<file path="src/hw/daq_cfg_pkg.sv">
// package: register map, field positions and carrier types of the config bank
package daq_cfg_pkg;
    localparam int addr_w = 4;
    // byte addresses: register indices scaled to the 32-bit bus word
    localparam logic [3:0] cmd1_index = 4'h0;
    localparam logic [3:0] cmd2_index = 4'h2;
    localparam logic [3:0] start_index = 4'h3;
    localparam logic [addr_w-1:0] cmd1_addr = 4'h0;
    localparam logic [addr_w-1:0] cmd2_addr = 4'h8;
    localparam logic [addr_w-1:0] start_addr = 4'hc;
    localparam int acq_enable_bit = 8;
    localparam int bus_trigger_select_bit = 4;
    localparam int line4_receive_bit = 15;
    localparam int line4_drive_bit = 14;
    localparam int line2_receive_bit = 13;
    localparam int line2_drive_bit = 12;
    localparam int out1_bipolar_bit = 11;
    localparam int out0_bipolar_bit = 10;
    localparam int out1_ext_ref_bit = 9;
    localparam int out0_ext_ref_bit = 8;
    localparam int demand_dma_bit = 7;
    localparam int sec_dma_lsb = 3;
    localparam int pri_dma_lsb = 0;
    localparam logic [7:0] cmd2_upper_reset = 8'h00;
    localparam logic [1:0] cmd1_reset = 2'h0;
    localparam logic [2:0] dma_none_code = 3'h4;

    typedef struct packed {
        logic out1_bipolar;
        logic out0_bipolar;
        logic out1_external_ref;
        logic out0_external_ref;
    } analog_cfg_t;

    typedef struct packed {
        logic demand_mode_dma_select;
        logic [7:0] primary_dma_ack_en;
        logic [7:0] secondary_dma_ack_en;
    } dma_cfg_t;
endpackage

</file>
<file path="src/hw/daq_trigger_routing_dac_dma_config.sv">
// configuration bank: trigger routing, analog output setup and dma select
`timescale 1ns/1ns
// Operation
// - bus-trigger select set: start only from trigger bus, ignore local
// - select clear: start on start-register write or external pin fall
// - second command register sits at offset 0x02, 16-bit, write-only
// - bits 15..8 of second register clear at power-up and reset
// - bits 7..0 undefined after power-up, untouched by reset
// - bit 15 picks timer trigger from line A4 or connector
// - delayed update mode loads output converters on timer trigger low
// - bit 14 drives line A4 with counter 5 output, else releases
// - bit 13 feeds counter gate 1 from line A2, not connector
// - bit 12 drives line A2 with counter 2 output, else releases
// - bit 11 makes converter 1 bipolar two's complement, else unipolar
// - bit 10 makes converter 0 bipolar two's complement, else unipolar
// - bit 9 gives converter 1 external reference, else internal
// - bit 8 gives converter 0 external reference, else internal
// - bits 5..3 select the secondary dma channel
// - bits 2..0 select the primary dma channel
// - acquisition enable clear ignores every acquisition trigger
module daq_trigger_routing_dac_dma_config (
    input wire logic clk_i,
    input wire logic rst_i,
    input wire logic wb_cyc_i,
    input wire logic wb_stb_i,
    input wire logic wb_we_i,
    input wire logic [daq_cfg_pkg::addr_w-1:0] wb_adr_i,
    input wire logic [31:0] wb_dat_i,
    input wire logic [3:0] wb_sel_i,
    output logic [31:0] wb_dat_o,
    output logic wb_ack_o,
    input wire logic external_acq_trigger_n_i,
    input wire logic connector_timer_trigger_n_i,
    input wire logic connector_counter1_gate_i,
    input wire logic line4_i,
    input wire logic line2_i,
    input wire logic bus_start_trigger_n_i,
    input wire logic counter5_output_i,
    input wire logic counter2_output_i,
    input wire logic delayed_update_i,
    output logic line4_o,
    output logic line4_oe_o,
    output logic line2_o,
    output logic line2_oe_o,
    output logic counter1_gate_o,
    output logic timer_trigger_n_o,
    output logic dac_update_o,
    output logic acq_start_o,
    output daq_cfg_pkg::analog_cfg_t analog_cfg_o,
    output daq_cfg_pkg::dma_cfg_t dma_cfg_o
);
    import daq_cfg_pkg::*;

    logic acquisition_enable;
    logic bus_trigger_select;
    logic [7:0] cmd2_upper;
    logic [7:0] cmd2_lower;
    logic access;
    logic wr_take;
    logic wr_cmd1;
    logic wr_cmd2;
    logic wr_start;
    logic ext_fall;
    logic bus_fall;
    logic line4_s;
    logic line2_s;
    logic conn_tmr_s;
    logic conn_gate_s;
    logic next_timer_trigger_n;
    logic next_start;
    logic [7:0] pri_en;
    logic [7:0] sec_en;

    // single-cycle ack; the master drops the request one cycle later
    assign access = wb_cyc_i && wb_stb_i && !wb_ack_o;
    // a write lands on the edge that samples ack, while data is still held
    assign wr_take = wb_cyc_i && wb_stb_i && wb_ack_o && wb_we_i;
    always_comb begin
        wr_cmd1 = 1'b0;
        wr_cmd2 = 1'b0;
        wr_start = 1'b0;
        if (wr_take && wb_adr_i == cmd1_addr) begin
            wr_cmd1 = 1'b1;
        end else if (wr_take && wb_adr_i == cmd2_addr) begin
            wr_cmd2 = 1'b1;
        end else if (wr_take && wb_adr_i == start_addr) begin
            wr_start = 1'b1;
        end
    end

    always_ff @(posedge clk_i) begin
        if (rst_i) begin
            wb_ack_o <= 1'b0;
        end else begin
            wb_ack_o <= access;
        end
    end

    // every register is write-only, so reads and unmapped hits return zero
    always_ff @(posedge clk_i) begin
        if (rst_i) begin
            wb_dat_o <= 32'h0;
        end else begin
            wb_dat_o <= 32'h0;
        end
    end

    // first register: only the enable and trigger-select bits live here
    always_ff @(posedge clk_i) begin
        if (rst_i) begin
            {acquisition_enable, bus_trigger_select} <= cmd1_reset;
        end else if (wr_cmd1) begin
            if (wb_sel_i[1]) begin
                acquisition_enable <= wb_dat_i[acq_enable_bit];
            end
            if (wb_sel_i[0]) begin
                // reserved bits 3..0 are dropped
                bus_trigger_select <= wb_dat_i[bus_trigger_select_bit];
            end
        end
    end

    always_ff @(posedge clk_i) begin
        if (rst_i) begin
            cmd2_upper <= cmd2_upper_reset;
        end else if (wr_cmd2 && wb_sel_i[1]) begin
            cmd2_upper <= wb_dat_i[15:8];
        end
    end

    // lower byte keeps its content through reset
    always_ff @(posedge clk_i) begin
        if (wr_cmd2 && wb_sel_i[0]) begin
            cmd2_lower <= wb_dat_i[7:0];
        end
    end

    sync_fall_detect u_ext (
        .clk_i(clk_i),
        .rst_i(rst_i),
        .async_i(external_acq_trigger_n_i),
        .level_o(),
        .fall_o(ext_fall)
    );

    sync_fall_detect u_bus (
        .clk_i(clk_i),
        .rst_i(rst_i),
        .async_i(bus_start_trigger_n_i),
        .level_o(),
        .fall_o(bus_fall)
    );

    sync_fall_detect u_line4 (
        .clk_i(clk_i),
        .rst_i(rst_i),
        .async_i(line4_i),
        .level_o(line4_s),
        .fall_o()
    );

    sync_fall_detect u_line2 (
        .clk_i(clk_i),
        .rst_i(rst_i),
        .async_i(line2_i),
        .level_o(line2_s),
        .fall_o()
    );

    sync_fall_detect u_conn_tmr (
        .clk_i(clk_i),
        .rst_i(rst_i),
        .async_i(connector_timer_trigger_n_i),
        .level_o(conn_tmr_s),
        .fall_o()
    );

    sync_fall_detect u_conn_gate (
        .clk_i(clk_i),
        .rst_i(rst_i),
        .async_i(connector_counter1_gate_i),
        .level_o(conn_gate_s),
        .fall_o()
    );

    always_comb begin
        next_start = 1'b0;
        if (!acquisition_enable) begin
            next_start = 1'b0;
        end else if (bus_trigger_select) begin
            next_start = bus_fall;
        end else begin
            next_start = wr_start || ext_fall;
        end
    end

    always_ff @(posedge clk_i) begin
        if (rst_i) begin
            acq_start_o <= 1'b0;
        end else begin
            acq_start_o <= next_start;
        end
    end

    assign next_timer_trigger_n = cmd2_upper[line4_receive_bit-8] ?
                                  line4_s : conn_tmr_s;

    always_ff @(posedge clk_i) begin
        if (rst_i) begin
            timer_trigger_n_o <= 1'b1;
            dac_update_o <= 1'b0;
        end else begin
            timer_trigger_n_o <= next_timer_trigger_n;
            // converters load while the timer trigger is low
            dac_update_o <= delayed_update_i &&
                            !next_timer_trigger_n;
        end
    end

    // counter outputs are same-clock logic, so they are registered once without a synchroniser
    always_ff @(posedge clk_i) begin
        if (rst_i) begin
            line4_o <= 1'b0;
            line4_oe_o <= 1'b0;
            line2_o <= 1'b0;
            line2_oe_o <= 1'b0;
        end else begin
            line4_o <= counter5_output_i;
            line4_oe_o <= cmd2_upper[line4_drive_bit-8];
            line2_o <= counter2_output_i;
            line2_oe_o <= cmd2_upper[line2_drive_bit-8];
        end
    end

    always_ff @(posedge clk_i) begin
        if (rst_i) begin
            counter1_gate_o <= 1'b0;
        end else if (cmd2_upper[line2_receive_bit-8]) begin
            counter1_gate_o <= line2_s;
        end else begin
            counter1_gate_o <= conn_gate_s;
        end
    end

    always_ff @(posedge clk_i) begin
        if (rst_i) begin
            analog_cfg_o <= '0;
        end else begin
            analog_cfg_o.out1_bipolar <=
                cmd2_upper[out1_bipolar_bit-8];
            analog_cfg_o.out0_bipolar <=
                cmd2_upper[out0_bipolar_bit-8];
            analog_cfg_o.out1_external_ref <=
                cmd2_upper[out1_ext_ref_bit-8];
            analog_cfg_o.out0_external_ref <=
                cmd2_upper[out0_ext_ref_bit-8];
        end
    end

    dma_channel_decode u_pri (
        .sel_i(cmd2_lower[pri_dma_lsb +: 3]),
        .enable_o(pri_en)
    );

    dma_channel_decode u_sec (
        .sel_i(cmd2_lower[sec_dma_lsb +: 3]),
        .enable_o(sec_en)
    );

    // outputs follow the lower byte even before software sets it
    always_ff @(posedge clk_i) begin
        if (rst_i) begin
            dma_cfg_o <= '0;
        end else begin
            dma_cfg_o.demand_mode_dma_select <=
                cmd2_lower[demand_dma_bit];
            dma_cfg_o.primary_dma_ack_en <= pri_en;
            dma_cfg_o.secondary_dma_ack_en <= sec_en;
        end
    end
endmodule

</file>
<file path="src/hw/dma_channel_decode.sv">
// decodes a three-bit dma channel selector into one-hot channel enables, all clear for code four
`timescale 1ns/1ns
module dma_channel_decode (
    input wire logic [2:0] sel_i,
    output logic [7:0] enable_o
);
    import daq_cfg_pkg::*;
    genvar ch;
    generate
        for (ch = 0; ch < 8; ch++) begin : g_ch
            // code four selects nothing
            assign enable_o[ch] = (sel_i == 3'(ch)) &&
                                  (sel_i != dma_none_code);
        end
    endgenerate
endmodule

</file>
<file path="src/hw/sync_fall_detect.sv">
// two-stage synchroniser with a one-cycle falling-edge pulse
`timescale 1ns/1ns
module sync_fall_detect (
    input wire logic clk_i,
    input wire logic rst_i,
    input wire logic async_i,
    output logic level_o,
    output logic fall_o
);
    logic meta;
    logic level_d;
    always_ff @(posedge clk_i) begin
        if (rst_i) begin
            meta <= 1'b1;
            level_o <= 1'b1;
            level_d <= 1'b1;
        end else begin
            meta <= async_i;
            level_o <= meta;
            level_d <= level_o;
        end
    end
    assign fall_o = level_d & ~level_o;
endmodule

</file>
<file path="config.mk">
export PLATFORM = sky130hd
export DESIGN_NAME = daq_trigger_routing_dac_dma_config
export DESIGN_NICKNAME = d
export VERILOG_FILES = /design/src/hw/daq_cfg_pkg.sv /design/src/hw/daq_trigger_routing_dac_dma_config.sv /design/src/hw/dma_channel_decode.sv /design/src/hw/sync_fall_detect.sv
export SDC_FILE = /design/constraint.sdc
export NUM_CORES = 1
export LEC_CHECK = 0
export BUFFER_PORTS_ARGS = -buffer_cell sky130_fd_sc_hd__clkbuf_2
export CAP_MARGIN = 5
export CORE_MARGIN = 1.5
export CORE_UTILIZATION = 35
export CTS_CLUSTER_DIAMETER = 60
export CTS_CLUSTER_SIZE = 8
export DETAILED_ROUTE_END_ITERATION = 16
export GPL_ROUTABILITY_DRIVEN = 0
export GPL_TIMING_DRIVEN = 1
export PLACE_DENSITY_LB_ADDON = 0.25
export SETUP_SLACK_MARGIN = 0.02
export SLEW_MARGIN = 30
export SYNTH_ARGS = -nofsm -noshare
export SYNTH_HDL_FRONTEND = slang
export SYNTH_HIERARCHICAL = 1
export SYNTH_SLANG_ARGS = --single-unit
</file>
<file path="constraint.sdc">
create_clock -name clk_i -period 1.35 [get_ports clk_i]
set_clock_uncertainty 0.1 [all_clocks]
set_input_delay 0.27 -clock clk_i [delete_from_list [all_inputs] [get_ports clk_i]]
set_output_delay 0.27 -clock clk_i [all_outputs]
set_load 0.05 [all_outputs]
</file>
# == Word level (Yosys, flattened, before mapping) ==
# Index checks and enable logic that the tools add are counted.
# word_totals
reg_bits,62
latchBits,0
mem_bits_rw,0
mem_bits_ro,0
in_bits,54
out_inout_bits,62
wordCells,101
memories,0
# classes
addsub,0
mul,0
n_div,0
order_cmp,0
eq_ne,18
shift,0
n_mux,9
bitwise,5
n_reduce_logical,35
# ops
operator,n
$logic_and 1x1->1,26
$eq 3x3->1 const B,8
$eq 3x2->1 const B,4
$mux 1,9
$eq 4x4->1 const B,2
$eq 3x1->1 const B,2
$logic_not 3->1,2
$ne 3x3->1 const B,2
$logic_not 4->1,1
$reduce_and 2->1,2
$not 1->1,3
$and 1x1->1,2
$logic_not 1->1,2
$reduce_or 2->1,1
$logic_or 1x1->1,1

# == Depth between registers and ports, before layout ==
# logic_depth
depth_word,9
ltp_mapped,3
ltp_nobuf,3

# == Hierarchy ==
# The synthesis kept the hierarchy.
# by_module_without_submodules
module,n_inst,cells_per_inst,area_each_um2,seq_area_each_um2
daq_trigger_routing_dac_dma_config,1,152,1773.0,1011.0
sync_fall_detect,6,7,85.1,60.1
dma_channel_decode,2,9,68.8,0.0

# == Least setup slack after synthesis ==
# No wires, ideal clock.
# synth_timing
kind,register -> register
startpoint,reg wb_ack_o
endpoint,reg cmd2_lower[0] (enable)
setup_time_ps,310
arrival_time_ps,1285
required_ps,940
setup_slack_ps,-344
stages_incl_launch_ff,3
n_path_buf,0
synth_period_minus_slack_ps,1694
path_cell_list,dfxtp_1 > and4bb_4 > and4_2
# synth_between
elab_chain_cells,6
elab_cells_between_ends,7
classes_between,2 x mux; 5 x reduce/logical
# synth_rtl
element,line_no,source
start: declaration,daq_trigger_routing_dac_dma_config.sv:31,"output logic wb_ack_o,"
start signal: assignment,daq_trigger_routing_dac_dma_config.sv:95,wb_ack_o <= access;
$logic_and 1x1->1 (*) (2 in series),daq_trigger_routing_dac_dma_config.sv:77,assign wr_take = wb_cyc_i && wb_stb_i && wb_ack_o && wb_we_i;
$logic_and 1x1->1,daq_trigger_routing_dac_dma_config.sv:84,end else if (wr_take && wb_adr_i == cmd2_addr) begin
$mux 1,daq_trigger_routing_dac_dma_config.sv:84,
$mux 1 (*),daq_trigger_routing_dac_dma_config.sv:82,if (wr_take && wb_adr_i == cmd1_addr) begin
$logic_and 1x1->1 (*),daq_trigger_routing_dac_dma_config.sv:133,if (wr_cmd2 && wb_sel_i[0]) begin
end signal: assignment,daq_trigger_routing_dac_dma_config.sv:134,cmd2_lower <= wb_dat_i[7:0];
end: declaration,daq_trigger_routing_dac_dma_config.sv:57,logic [7:0] cmd2_lower;
# Every way passes the cells marked *; elsewhere a longest branch is shown, timed or not.
# A chain may end at the register's enable or synchronous reset.

# == Worst setup path after layout ==
# Ends and elaborated chain as after synthesis.

==> summary.md <==
| Metric | Value |
|---|---|
| CP peak stage delay | `~0.35 ns` |
| Die Span Y | `83.9 µm` |
| Mapped Cells | `200` |
| Commonest cells after routing, fill and taps aside | `clkbuf_2, dfxtp_1, conb_1` |
| Fin crit share | `97.1%` |
| Final setup viols | `0` |
| DP Wirelength | `between 2 and 2.5 mm` |
| Worst endpoint data arrival time | `~1.3 ns` |
| Slew Limit Fails | `0` |
| Worst setup SP type | `flop` |
| Crit path time final | `1.31 ns` |
| Yosys warns | `6` |
| # diodes | `0` |
| Clk root buf | `clkbuf_8` |
| Pleak | `1.35 nW` |
| CTS tree | `yes` |
| IO Count | `~120` |
| Clk buf depth | `2` |
| Final non-filler cell total | `359` |
| Via count of the routed design | `1,374` |
| Critical path class | `flop to flop` |
| Final setup TNS | `0 ns` |
| Wire per inst | `9.50 µm` |
| Max Fanout on Critical Path | `7` |
| Max Cap Viol | `0` |
| CP cell instances | `and4bb_4 > and4_4` |
| Worst Reg-to-Reg Cells | `2` |
| Die Width | `83.9 µm` |
| Final hold violations | `0` |
| DR DRC count | `0` |
| First DRT Iteration DRCs | `33` |
| H-tree depth | `3` |
| Critical Path RT | `1.29 ns` |
| Hold depth | `2` |
| CTS sink cnt | `between 60 and 70` |
| Outcome | `finished, final reports clean` |
| DRT met1 WL | `1.43 mm` |
| Mapped Area | `~2300 µm²` |
| Maximum VDD drop | `669 µV` |
| Tot GR Track Use | `10.3%` |
| Vias in the first global route | `1,188` |
| Starting Density | `36.1%` |
| Final nets | `about 330` |
| Post-DRT Antenna Nets | `0` |
| Vias per Instance | `approximately 3.8` |
| Layout cell share with drive strength beyond 1 | `35.1%` |
| TritonRoute pass-1 iters | `4` |
| CP Capture Type | `flop` |
| Layout area overhead | `23.4%` |
| Clock Latency Late Sink | `0.33 ns` |
| Met3 Wirelength | `286 µm` |
| Rows | `29` |
| Met2 WL | `1.66 mm` |
| Clock transition at the registers of the reported paths | `0.06 ns` |
| Largest net degree at the start of global routing | `26` |
| First-pass GRT wire length | `5.37 mm` |
| RSZ-0062 raised after global routing | `true` |
| Synthesized area per cell | `11.5 µm²` |
| Commonest non-fill, non-tap cell in the layout | `clkbuf_2` |
| # port buffers | `64` |
| Placed cells | `about 340` |
| Die area | `7040 µm²` |
| PwrDens | `1290 nW/µm²` |
| Initial antenna violation count | `0` |
| CP max-delay cell | `dfxtp_4` |
| Num CTS Buffers | `9` |
| Hold Crit Class | `input port to flop` |
| DRT Wirelength | `3.41 mm` |
| Gr ovfl total | `0` |
| Highest metal used | `met4` |
| FMAX | `0.763 GHz` |
| Placeable Area | `6350 µm²` |
[metal layers]
layer	vias to the layer above	track usage (%)
met1	575	11.2
met5	-	0
li1	737	-
met3	6	6.73
met2	56	15.9
met4	0	4.47
[report_power, final]
group	internal [mW]	switching, mW	total [mW]	leakage, nW
logic	0.0927	0.306	0.399	0.759
clock network	0.750	0.614	1.36	0.0893
registers	1.86	0.00751	1.87	0.505
total	2.71	0.928	3.64	1.35
[sequential cells by signal, indices dropped and copies added (netlist names), 4 cells and up]
| register | cells |
|---|---|
| analog_cfg_o | 4 |
| cmd2_upper | 8 |
| dma_cfg_o | 17 |
| cmd2_lower | 7 |
[through the flow]
stage	power (mW)	hold WS (ns)	setup WS (ns)	area, µm²	util, %
6_report	3.64	0.0170	0.0388	2830	44.5
5_1_grt	3.83	0.000254	-0.0213	2830	44.5
4_1_cts	3.69	0.0000805	0.0147	2780	43.8
3_5_place_dp	2.30	0.290	-0.0796	2590	40.8
3_3_place_gp	2.30	0.286	-0.0551	2590	40.8
2_1_floorplan	2.29	0.250	-0.0304	2410	-
[worst paths after layout]
path                                            start              end  slack [ns]
worst max register to register               wb_ack_o    cmd2_lower[0]        0.04
worst min-delay path            bus_start_trigger_n_i       u_bus/meta        0.02
worst max-delay path                         wb_ack_o    cmd2_lower[0]        0.04
worst min register to register           u_line4/meta  u_line4/level_o        0.30
[what timing repair did]
item	4_1_cts	5_1_grt
gates resized for setup	1	9
endpoints found under the setup margin	4	24
hold buffers	2	4
pin swaps	0	0
gates cloned	0	0
buffers inserted	0	0
hold endpoints to repair	2	4
[critical path, delay by kind of cell (launching register included)]
kind,cells,cell delay (ns)
simple gates,2,0.57
flops,1,0.35
[cell type report]
class,count,area (µm²)
Clock inverter,2,10.0
Inverter,3,11.3
Clock buffer,13,159
Multi-Input combinational cell,129,842
Timing Repair Buffer,74,413
Tap cell,77,96.3
Fill cell,630,3520
Sequential cell,61,1290
Power figures use the tool's default switching activity.
